<file path="src/sleep_pkg.sv">
// Package for the sleep-mode controller: register map, field layout,
// mode codes, wake-source indices and timing constants.
// Assumes a 40 MHz system clock and an AXI4-Lite register bus.
package sleep_pkg;

  // Register map (byte addresses)
  localparam logic [7:0] SLEEP_CTRL_ADDR  = 8'h00;
  localparam logic [7:0] CORE_CTRL_ADDR   = 8'h04;
  localparam logic [7:0] STATUS_ADDR      = 8'h08;

  // Sleep control register fields
  localparam int         SE_BIT           = 0;
  localparam int         SM_LSB           = 1;
  localparam logic [7:0] SLEEP_CTRL_RESET = 8'h00;
  localparam logic [7:0] SLEEP_CTRL_WMASK = 8'h0F;

  // Core control register fields
  localparam int         T2_ASYNC_BIT     = 0;
  localparam int         T2_SYNC_BIT      = 1;
  localparam int         T2_ON_BIT        = 2;
  localparam int         XTAL_BIT         = 3;
  localparam int         CONV_EN_BIT      = 4;
  localparam int         T2_MASK_LSB      = 5;
  localparam int         GIE_BIT          = 7;
  localparam int         EXT_IRQ_0_LEVEL_BIT   = 8;
  localparam int         EXT_IRQ_1_LEVEL_BIT   = 9;
  localparam int         FUSE_LSB         = 10;
  localparam logic [13:0] CORE_CTRL_RESET = 14'h0000;

  // Mode codes
  localparam logic [2:0] MODE_IDLE        = 3'h0;
  localparam logic [2:0] MODE_CONV_NR     = 3'h1;
  localparam logic [2:0] MODE_PWR_DOWN    = 3'h2;
  localparam logic [2:0] MODE_PWR_SAVE    = 3'h3;
  localparam logic [2:0] MODE_STANDBY     = 3'h6;

  // Wake-source indices
  localparam int W_CONV    = 0;
  localparam int W_WDT     = 1;
  localparam int W_TWI     = 2;
  localparam int W_T2_OVF  = 3;
  localparam int W_T2_CMP  = 4;
  localparam int W_NVM     = 5;
  localparam int W_EXT_IRQ_0    = 6;
  localparam int W_EXT_IRQ_1    = 7;
  localparam int W_PCINT   = 8;
  localparam int W_OTHER   = 9;
  localparam int WAKE_W    = 10;

  // Timing
  localparam int CLK_MHZ            = 40;
  localparam int HALT_CYCLES        = 4;
  localparam int STANDBY_CYCLES     = 6;
  localparam int PD_DELAY_BASE_NS   = 1000;
  localparam int PD_DELAY_BASE_CYC  = (PD_DELAY_BASE_NS * CLK_MHZ) / 1000;
  localparam int CNT_W              = 16;

  typedef enum logic [5:0] {
    ST_RUN     = 6'h01,
    ST_SLEEP   = 6'h02,
    ST_STARTUP = 6'h04,
    ST_HALT    = 6'h08,
    ST_SERVICE = 6'h10,
    ST_RESTART = 6'h20
  } state_t;

  typedef struct packed {
    logic core;
    logic prog_mem;
    logic periph;
    logic conv;
    logic async_t;
    logic main_osc;
    logic timer_osc;
  } clk_en_t;

endpackage

</file>
<file path="src/sleep_mode_controller.sv">
// Sleep-mode controller: clock-domain gating, wake qualification and
// wake-up sequencing for a small microcontroller core.
// Assumes core and wake sources are on clk; registers via AXI4-Lite.
`timescale 1ns/1ps

module sleep_mode_controller #(
  parameter int PD_DELAY_MAX = 65535
) (
  // Clock and reset
  input  wire logic                     clk,
  input  wire logic                     srst,
  // AXI4-Lite write address
  input  wire logic                     s_axi_awvalid,
  output logic                          s_axi_awready,
  input  wire logic [7:0]               s_axi_awaddr,
  // AXI4-Lite write data
  input  wire logic                     s_axi_wvalid,
  output logic                          s_axi_wready,
  input  wire logic [31:0]              s_axi_wdata,
  input  wire logic [3:0]               s_axi_wstrb,
  // AXI4-Lite write response
  output logic                          s_axi_bvalid,
  input  wire logic                     s_axi_bready,
  output logic [1:0]                    s_axi_bresp,
  // AXI4-Lite read
  input  wire logic                     s_axi_arvalid,
  output logic                          s_axi_arready,
  input  wire logic [7:0]               s_axi_araddr,
  output logic                          s_axi_rvalid,
  input  wire logic                     s_axi_rready,
  output logic [31:0]                   s_axi_rdata,
  output logic [1:0]                    s_axi_rresp,
  // Core side
  input  wire logic                     sleep_instr,
  output logic                          core_halt,
  output logic                          irq_service,
  output logic                          reset_restart,
  // Wake sources, already in clk domain
  input  wire logic [sleep_pkg::WAKE_W-1:0] wake_req,
  input  wire logic                     sys_reset_req,
  // Clock enables and converter start
  output sleep_pkg::clk_en_t            clk_en,
  output logic                          conv_start,
  output logic [2:0]                    active_mode
);

  logic [7:0]  sleep_ctrl_r;
  logic [13:0] core_ctrl_r;
  sleep_pkg::state_t state_r;
  logic [sleep_pkg::CNT_W-1:0] cnt_r;
  logic [2:0]  mode_r;
  logic        aw_hold_r;
  logic        w_hold_r;
  logic [7:0]  awaddr_r;
  logic [31:0] wdata_r;
  logic [3:0]  wstrb_r;
  logic        wr_fire;
  logic [2:0]  sel;
  logic        mode_ok;
  logic        enter;
  logic        t2_async;
  logic        t2_sync;
  logic        t2_on;
  logic        gie;
  logic [1:0]  t2_mask;
  logic [3:0]  fuse;
  logic [sleep_pkg::WAKE_W-1:0] allow;
  logic        wake;
  logic [sleep_pkg::CNT_W-1:0] startup_cyc;
  logic [sleep_pkg::CNT_W-1:0] pd_cyc;

  assign sel      = sleep_ctrl_r[sleep_pkg::SM_LSB +: 3];
  assign t2_async = core_ctrl_r[sleep_pkg::T2_ASYNC_BIT];
  assign t2_sync  = core_ctrl_r[sleep_pkg::T2_SYNC_BIT];
  assign t2_on    = core_ctrl_r[sleep_pkg::T2_ON_BIT];
  assign gie      = core_ctrl_r[sleep_pkg::GIE_BIT];
  assign t2_mask  = core_ctrl_r[sleep_pkg::T2_MASK_LSB +: 2];
  assign fuse     = core_ctrl_r[sleep_pkg::FUSE_LSB +: 4];

  // Mode legality; standby only with a crystal option
  always_comb begin
    case (sel)
      sleep_pkg::MODE_IDLE,
      sleep_pkg::MODE_CONV_NR,
      sleep_pkg::MODE_PWR_DOWN,
      sleep_pkg::MODE_PWR_SAVE: mode_ok = 1'b1;
      sleep_pkg::MODE_STANDBY:
        mode_ok = core_ctrl_r[sleep_pkg::XTAL_BIT];
      default: mode_ok = 1'b0;
    endcase
  end

  // Sleep entry needs enable at the instruction
  assign enter = (state_r == sleep_pkg::ST_RUN) && sleep_instr &&
                 sleep_ctrl_r[sleep_pkg::SE_BIT] && mode_ok;

  // Wake qualification per mode
  always_comb begin
    allow = '0;
    case (mode_r)
      sleep_pkg::MODE_IDLE: begin
        allow = '1;
      end
      sleep_pkg::MODE_CONV_NR: begin
        allow = '1;
        allow[sleep_pkg::W_OTHER] = 1'b0;
      end
      sleep_pkg::MODE_PWR_SAVE: begin
        allow[sleep_pkg::W_WDT]   = 1'b1;
        allow[sleep_pkg::W_TWI]   = 1'b1;
        allow[sleep_pkg::W_PCINT] = 1'b1;
        allow[sleep_pkg::W_T2_OVF] = t2_on & gie & t2_mask[0];
        allow[sleep_pkg::W_T2_CMP] = t2_on & gie & t2_mask[1];
      end
      default: begin
        allow[sleep_pkg::W_WDT]   = 1'b1;
        allow[sleep_pkg::W_TWI]   = 1'b1;
        allow[sleep_pkg::W_PCINT] = 1'b1;
      end
    endcase
    // Edge-triggered external irqs wake only from idle
    if (mode_r != sleep_pkg::MODE_IDLE) begin
      allow[sleep_pkg::W_EXT_IRQ_0] =
        core_ctrl_r[sleep_pkg::EXT_IRQ_0_LEVEL_BIT];
      allow[sleep_pkg::W_EXT_IRQ_1] =
        core_ctrl_r[sleep_pkg::EXT_IRQ_1_LEVEL_BIT];
    end
  end

  // Level sources are sampled only while asleep, so they must persist
  assign wake = |(wake_req & allow);

  // Deep-mode delay grows with the fuses; the parameter is a hard ceiling
  assign pd_cyc = sleep_pkg::CNT_W'(sleep_pkg::PD_DELAY_BASE_CYC *
                                    (int'(fuse) + 1));

  // Restart delay: standby fixed, deep modes scale with fuses
  always_comb begin
    case (mode_r)
      sleep_pkg::MODE_STANDBY:
        startup_cyc = sleep_pkg::CNT_W'(sleep_pkg::STANDBY_CYCLES);
      sleep_pkg::MODE_PWR_DOWN,
      sleep_pkg::MODE_PWR_SAVE:
        startup_cyc = (pd_cyc > sleep_pkg::CNT_W'(PD_DELAY_MAX)) ?
          sleep_pkg::CNT_W'(PD_DELAY_MAX) : pd_cyc;
      default: startup_cyc = sleep_pkg::CNT_W'(1);
    endcase
  end

  // AXI4-Lite write channel capture
  assign wr_fire = aw_hold_r && w_hold_r && !s_axi_bvalid;

  always_ff @(posedge clk) begin
    if (srst) begin
      aw_hold_r <= 1'b0;
      awaddr_r  <= 8'h00;
    end else if (s_axi_awvalid && s_axi_awready) begin
      aw_hold_r <= 1'b1;
      awaddr_r  <= s_axi_awaddr;
    end else if (wr_fire) begin
      aw_hold_r <= 1'b0;
    end
  end

  always_ff @(posedge clk) begin
    if (srst) begin
      w_hold_r <= 1'b0;
      wdata_r  <= 32'h0000_0000;
      wstrb_r  <= 4'h0;
    end else if (s_axi_wvalid && s_axi_wready) begin
      w_hold_r <= 1'b1;
      wdata_r  <= s_axi_wdata;
      wstrb_r  <= s_axi_wstrb;
    end else if (wr_fire) begin
      w_hold_r <= 1'b0;
    end
  end

  always_ff @(posedge clk) begin
    if (srst) begin
      s_axi_awready <= 1'b0;
      s_axi_wready  <= 1'b0;
    end else begin
      s_axi_awready <= !aw_hold_r && !(s_axi_awvalid && s_axi_awready);
      s_axi_wready  <= !w_hold_r && !(s_axi_wvalid && s_axi_wready);
    end
  end

  always_ff @(posedge clk) begin
    if (srst) begin
      s_axi_bvalid <= 1'b0;
      s_axi_bresp  <= 2'h0;
    end else if (wr_fire) begin
      s_axi_bvalid <= 1'b1;
      s_axi_bresp  <= (awaddr_r == sleep_pkg::SLEEP_CTRL_ADDR ||
                       awaddr_r == sleep_pkg::CORE_CTRL_ADDR ||
                       awaddr_r == sleep_pkg::STATUS_ADDR) ? 2'h0 : 2'h2;
    end else if (s_axi_bready) begin
      s_axi_bvalid <= 1'b0;
    end
  end

  // Control registers; bits 7..4 of sleep control never stored
  always_ff @(posedge clk) begin
    if (srst) begin
      sleep_ctrl_r <= sleep_pkg::SLEEP_CTRL_RESET;
      core_ctrl_r  <= sleep_pkg::CORE_CTRL_RESET;
    end else if (wr_fire) begin
      if (awaddr_r == sleep_pkg::SLEEP_CTRL_ADDR && wstrb_r[0])
        sleep_ctrl_r <= wdata_r[7:0] & sleep_pkg::SLEEP_CTRL_WMASK;
      if (awaddr_r == sleep_pkg::CORE_CTRL_ADDR) begin
        if (wstrb_r[0])
          core_ctrl_r[7:0] <= wdata_r[7:0];
        if (wstrb_r[1])
          core_ctrl_r[13:8] <= wdata_r[13:8];
      end
    end
  end

  // AXI4-Lite read channel
  always_ff @(posedge clk) begin
    if (srst) begin
      s_axi_arready <= 1'b0;
      s_axi_rvalid  <= 1'b0;
      s_axi_rdata   <= 32'h0000_0000;
      s_axi_rresp   <= 2'h0;
    end else if (s_axi_rvalid) begin
      s_axi_arready <= 1'b0;
      if (s_axi_rready) begin
        s_axi_rvalid  <= 1'b0;
      end
    end else if (s_axi_arvalid && s_axi_arready) begin
      s_axi_arready <= 1'b0;
      s_axi_rvalid  <= 1'b1;
      s_axi_rresp   <= 2'h0;
      case (s_axi_araddr)
        sleep_pkg::SLEEP_CTRL_ADDR:
          s_axi_rdata <= {24'h00_0000, sleep_ctrl_r};
        sleep_pkg::CORE_CTRL_ADDR:
          s_axi_rdata <= {18'h0_0000, core_ctrl_r};
        sleep_pkg::STATUS_ADDR:
          s_axi_rdata <= {23'h00_0000, mode_r, state_r};
        default: begin
          s_axi_rdata <= 32'h0000_0000;
          s_axi_rresp <= 2'h2;
        end
      endcase
    end else begin
      s_axi_arready <= 1'b1;
    end
  end

  // Sleep sequencer; it touches no core storage, only clocks
  always_ff @(posedge clk) begin
    if (srst) begin
      state_r <= sleep_pkg::ST_RUN;
      cnt_r   <= '0;
      mode_r  <= sleep_pkg::MODE_IDLE;
    end else begin
      case (state_r)
        sleep_pkg::ST_RUN: begin
          if (enter) begin
            state_r <= sleep_pkg::ST_SLEEP;
            mode_r  <= sel;
          end
        end
        sleep_pkg::ST_SLEEP: begin
          if (sys_reset_req) begin
            state_r <= sleep_pkg::ST_RESTART;
          end else if (wake) begin
            state_r <= sleep_pkg::ST_STARTUP;
            cnt_r   <= startup_cyc;
          end
        end
        sleep_pkg::ST_STARTUP: begin
          if (cnt_r <= sleep_pkg::CNT_W'(1)) begin
            state_r <= sleep_pkg::ST_HALT;
            cnt_r   <= sleep_pkg::CNT_W'(sleep_pkg::HALT_CYCLES);
          end else begin
            cnt_r <= cnt_r - sleep_pkg::CNT_W'(1);
          end
        end
        sleep_pkg::ST_HALT: begin
          if (cnt_r <= sleep_pkg::CNT_W'(1))
            state_r <= sleep_pkg::ST_SERVICE;
          else
            cnt_r <= cnt_r - sleep_pkg::CNT_W'(1);
        end
        sleep_pkg::ST_SERVICE: state_r <= sleep_pkg::ST_RUN;
        sleep_pkg::ST_RESTART: state_r <= sleep_pkg::ST_RUN;
        default: state_r <= sleep_pkg::ST_RUN;
      endcase
    end
  end

  // Core handshake outputs
  always_ff @(posedge clk) begin
    if (srst) begin
      core_halt     <= 1'b0;
      irq_service   <= 1'b0;
      reset_restart <= 1'b0;
      active_mode   <= sleep_pkg::MODE_IDLE;
    end else begin
      // Released with the service or restart pulse, never a cycle apart
      core_halt     <= enter || (state_r != sleep_pkg::ST_RUN &&
                                 state_r != sleep_pkg::ST_SERVICE &&
                                 state_r != sleep_pkg::ST_RESTART &&
                                 !(state_r == sleep_pkg::ST_SLEEP &&
                                   sys_reset_req) &&
                                 !(state_r == sleep_pkg::ST_HALT &&
                                   cnt_r <= sleep_pkg::CNT_W'(1)));
      irq_service   <= state_r == sleep_pkg::ST_HALT &&
                       cnt_r <= sleep_pkg::CNT_W'(1);
      reset_restart <= state_r == sleep_pkg::ST_SLEEP &&
                       sys_reset_req;
      active_mode   <= enter ? sel : mode_r;
    end
  end

  // Converter auto-start on entry
  always_ff @(posedge clk) begin
    if (srst)
      conv_start <= 1'b0;
    else
      conv_start <= enter && core_ctrl_r[sleep_pkg::CONV_EN_BIT] &&
                    (sel == sleep_pkg::MODE_IDLE ||
                     sel == sleep_pkg::MODE_CONV_NR);
  end

  // Clock gating; gated from the entry cycle until start-up is over
  always_ff @(posedge clk) begin
    if (srst) begin
      clk_en <= '1;
    end else if (enter || state_r == sleep_pkg::ST_SLEEP) begin
      case (enter ? sel : mode_r)
        sleep_pkg::MODE_IDLE: begin
          clk_en          <= '1;
          clk_en.core     <= 1'b0;
          clk_en.prog_mem <= 1'b0;
          clk_en.timer_osc <= t2_async;
        end
        sleep_pkg::MODE_CONV_NR: begin
          clk_en          <= '1;
          clk_en.core     <= 1'b0;
          clk_en.prog_mem <= 1'b0;
          clk_en.periph   <= 1'b0;
          clk_en.timer_osc <= t2_async;
        end
        sleep_pkg::MODE_PWR_SAVE: begin
          clk_en           <= '0;
          clk_en.async_t   <= t2_on;
          clk_en.timer_osc <= t2_on & t2_async;
          clk_en.main_osc  <= t2_on & t2_sync;
        end
        sleep_pkg::MODE_STANDBY: begin
          clk_en          <= '0;
          clk_en.main_osc <= 1'b1;
        end
        default: clk_en <= '0;
      endcase
    end else if (state_r == sleep_pkg::ST_STARTUP) begin
      clk_en          <= '1;
      clk_en.core     <= 1'b0;
      clk_en.prog_mem <= 1'b0;
    end else begin
      clk_en <= '1;
    end
  end

endmodule

</file>
<file path="config.mk">
export PLATFORM = sky130hd
export DESIGN_NAME = sleep_mode_controller
export DESIGN_NICKNAME = d
export VERILOG_FILES = /design/src/sleep_pkg.sv /design/src/sleep_mode_controller.sv
export SDC_FILE = /design/constraint.sdc
export NUM_CORES = 1
export LEC_CHECK = 0
export BUFFER_PORTS_ARGS = -buffer_cell sky130_fd_sc_hd__buf_2
export CAP_MARGIN = 30
export CORE_AREA = 5 5 129 82
export DETAILED_ROUTE_END_ITERATION = 16
export DIE_AREA = 0 0 134 87
export PLACE_DENSITY = 0.79
export SLEW_MARGIN = 10
export SYNTH_ARGS = -nofsm -noshare
export SYNTH_HDL_FRONTEND = slang
export SYNTH_SLANG_ARGS = --single-unit
export TNS_END_PERCENT = 1
</file>
<file path="constraint.sdc">
create_clock -name clk -period 2.6 [get_ports clk]
set_input_delay 0.13 -clock clk [delete_from_list [all_inputs] [get_ports clk]]
set_output_delay 0.13 -clock clk [all_outputs]
set_load 0.01 [all_outputs]
</file>
==> impl_metrics.json <==
{
  "status": "complete, no violations",
  "initial_core_util": 0.510,
  "detail_route.wirelength_mm": 12.3,
  "cts_made_buffers": 9,
  "avgSynthCellArea_um2": 8.54,
  "port_buffers": 85,
  "die_w_um": 134,
  "critical_path.cell_chain": "nand3_1, xnor2_1, ha_1, ha_1, fa_1, xor2_1, a22oi_1, o32ai_1",
  "rr_worst_depth": 8,
  "grt_setup_unrepaired": "no",
  "via_per_inst": 5.65,
  "switching_share": 0.285,
  "power.density_nw_per_um2": 692,
  "rows": 28,
  "timing.final.crit_share": 0.931,
  "multi_input_area_um2": 2500,
  "track_usage": 0.211,
  "grt_max_degree": 84,
  "synth_edf_count": 0,
  "power_frac_comb": 0.187,
  "clkPwrFrac": 0.360,
  "slew_viol_final": 0,
  "cts.sinks": 103,
  "htree_num_levels": 3,
  "grt_pass1_wl_mm": 19.9,
  "ys_types": 62,
  "period_needed_ps": 2420,
  "slowest_stage": "dfxtp_1",
  "start_kind": "flip-flop",
  "postCtsSetupBuffers": 0,
  "leakage_nw": 2.34,
  "place_area_um2": 5240,
  "antenna_found_initial": 0,
  "critPathKind": "reg -> reg",
  "setup_violations": 0,
  "cp_common_cell": "ha_1",
  "rrSetupSlack_ps": 180,
  "p_int_mw": 2.75,
  "async_flop_share": 0,
  "cts_root_buf": "clkbuf_16",
  "drive_gt1_frac": 0.192,
  "cts_tree": "built",
  "grt_overflow": 0,
  "switchingPower_mw": 1.10,
  "cp.arrival_ps": 2670,
  "fp.dieH_um": 87,
  "gp_congestion": 0.892,
  "core-area_um2": 9420,
  "peakVddDrop_mv": 0.399,
  "drc_errors": 0,
  "final.setup.tns_ps": 0,
  "vias": 4321,
  "nNetsFinal": 721,
  "grt_pass1_vias": 4050,
  "wl_per_cell_um": 16.1,
  "dieArea_um2": 11700,
  "endpoint": "cnt_r[8]",
  "worst_setup_path_startpoint": "core_ctrl_r[12]",
  "worstMarginPinSlew_ps": 863,
  "clock_skew_ps": 9.01,
  "area_growth_pct": 15.7,
  "regArea_um2": 2060,
  "synthFlopType": "dfxtp_1",
  "drtIter0Drc": 329,
  "cp_slowest_stage_delay_ps": 440,
  "antenna_left": 0,
  "cp-end-kind": "flip-flop",
  "maxSlewHeadroom": 0.425,
  "design_area_um2": 5560,
  "finalHoldViolations": 0,
  "worstHoldPathType": "in -> reg",
  "first_pass_iters": 5,
  "reg2reg_from": "core_ctrl_r[12]",
  "n_antenna_cell": 0,
  "max_cap_violations": 0,
  "hpwl_mm": 8.94,
  "path_clk_slew_ps": 60,
  "yosysSeqAreaShare": 0.429,
  "pwr-share-seq": 0.453,
  "clk_latency_ps": 350,
  "ys_ff_latch": 103,
  "clockBufferDepth": 2,
  "io_pins": 126,
  "fmaxAchievable_mhz": 413,
  "yosysWarnings": 0,
  "syn_area_um2": 4800,
  "crit_required_ps": 2850,
  "syn-instance-count": 562,
  "r2r-end": "cnt_r[8]",
  "fillers": 823,
  "path_max_fanout": 5
}
## layout by cell type (no fill, tap or decap), drive strengths merged, types with 7 or more instances in the layout
cell type / count
a211oi: 8
nand2: 80
nor4: 10
and3: 7
mux2i: 24
xor2: 7
o21ai: 17
nor2: 66
nand3: 10
a22oi: 17
inv: 8
conb: 20
ha: 9
dfxtp: 103
a21oi: 54
buf: 94
clkbuf: 12
and2: 7
nor3: 16
## final cells by class
class | instances | share of cell area
repair buffers | 95 | 0.0905
flip-flops and latches | 103 | 0.371
multi-input cells | 423 | 0.450
clock buffers | 12 | 0.0462
clock inverters | 4 | 0.00968
inverters | 8 | 0.00540
well taps | 120 | 0.0270
## cell families after synthesis
| kind of cell | after synthesis | synth area share |
|---|---|---|
| mux | 25 | 0.0524 |
| simple gates | 235 | 0.242 |
| flops | 103 | 0.429 |
| other cells | 1 | 0.000781 |
| buf+inv | 55 | 0.0646 |
| compound gates | 122 | 0.164 |
| xor+xnor | 11 | 0.0201 |
| fa+ha+maj | 10 | 0.0276 |
## how the worst min path moves through the flow
| stage | from | end | cells past startpoint |
|---|---|---|---|
| after floorplan | s_axi_arvalid | s_axi_arready | 1 |
| after global placement | s_axi_arvalid | s_axi_arready | 2 |
| after detailed placement | s_axi_arvalid | s_axi_arready | 2 |
| after CTS | s_axi_wdata[0] | wdata_r[0] | 3 |
| after global routing | s_axi_wdata[3] | wdata_r[3] | 3 |
| final | s_axi_wdata[10] | wdata_r[10] | 3 |
## state kept, by name, indices dropped and copies added, names as in the netlist, 2 cells and up
signal	cells
active_mode	3
wstrb_r	2
core_ctrl_r	14
clk_en	6
sleep_ctrl_r	4
mode_r	3
wdata_r	14
state_r	6
awaddr_r	8
cnt_r	16
s_axi_rdata	14
## through the flow
step / utilization / cells / power [mW] / setup slack [ps] / hold WS (ps)
3_3_place_gp: 0.556 / 748 / 2.45 / 308 / 333
5_1_grt: 0.590 / 765 / 4.01 / 36.7 / 15.8
3_5_place_dp: 0.556 / 748 / 2.48 / 237 / 342
6_report: 0.590 / 765 / 3.85 / 180 / 19.8
2_1_floorplan: - / 581 / 2.29 / 429 / 234
4_1_cts: 0.590 / 765 / 3.85 / 179 / 10.1
## critical path, delay by kind of cell (launching register included)
family,cells,cell delay (ps)
xor gates and xnor gates,2,460
DFF,1,440
AOI/OAI and AO/OA,2,360
and+or+nand+nor,1,120
adders and majority gates,3,940
## Yosys cell counts (2+ instances only)
cell type / count / share of area
a211oi_1: 7 / 0.011
a21oi_1: 53 / 0.055
a221oi_1: 3 / 0.0055
a22oi_1: 17 / 0.027
a32oi_1: 3 / 0.0055
and2_1: 7 / 0.0091
and3_1: 7 / 0.0091
and4b_1: 2 / 0.0042
buf_2: 2 / 0.0021
buf_4: 22 / 0.034
clkbuf_1: 21 / 0.016
dfxtp_1: 103 / 0.43
ha_1: 9 / 0.023
inv_1: 8 / 0.0063
mux2i_1: 24 / 0.050
nand2_1: 79 / 0.062
nand2b_1: 6 / 0.0078
nand3_1: 9 / 0.0094
nand3b_1: 5 / 0.0078
nand4_1: 4 / 0.0052
nand4b_1: 2 / 0.0036
nor2_1: 66 / 0.052
nor2b_1: 6 / 0.0078
nor3_1: 16 / 0.017
nor3b_1: 2 / 0.0031
nor4_1: 8 / 0.010
nor4_4: 2 / 0.0089
o21a_1: 2 / 0.0031
o21ai_0: 14 / 0.015
o21ai_1: 3 / 0.0031
o221a_2: 2 / 0.0047
o32ai_1: 5 / 0.0091
or2_2: 3 / 0.0039
or3_1: 3 / 0.0039
xnor2_1: 4 / 0.0073
xor2_1: 7 / 0.013
## layer usage
metal / wire length, um / track usage / vias to the layer above
li1: - / - / 2092
met2: 5570 / 0.337 / 159
met5: 0 / 0 / -
met4: 159 / 0.0560 / 0
met1: 5660 / 0.285 / 2054
met3: 887 / 0.0560 / 16
## power groups by stage
| stage | Combinational (mW) | Sequential (mW) | Clock, mW |
|---|---|---|---|
| 2_1_floorplan | 0.533 | 1.76 | 0 |
| 3_3_place_gp | 0.675 | 1.77 | 0 |
| 3_5_place_dp | 0.702 | 1.78 | 0 |
| 4_1_cts | 0.710 | 1.74 | 1.40 |
| 5_1_grt | 0.799 | 1.75 | 1.46 |
| 6_report | 0.721 | 1.74 | 1.38 |
## repair_timing
item	4_1_cts	5_1_grt
hold buffers	1	0
endpoints found under the hold margin	1	0
resized for setup	0	0
endpoints found under the setup margin	0	0
No activity file was read; power rests on OpenSTA's default activity.
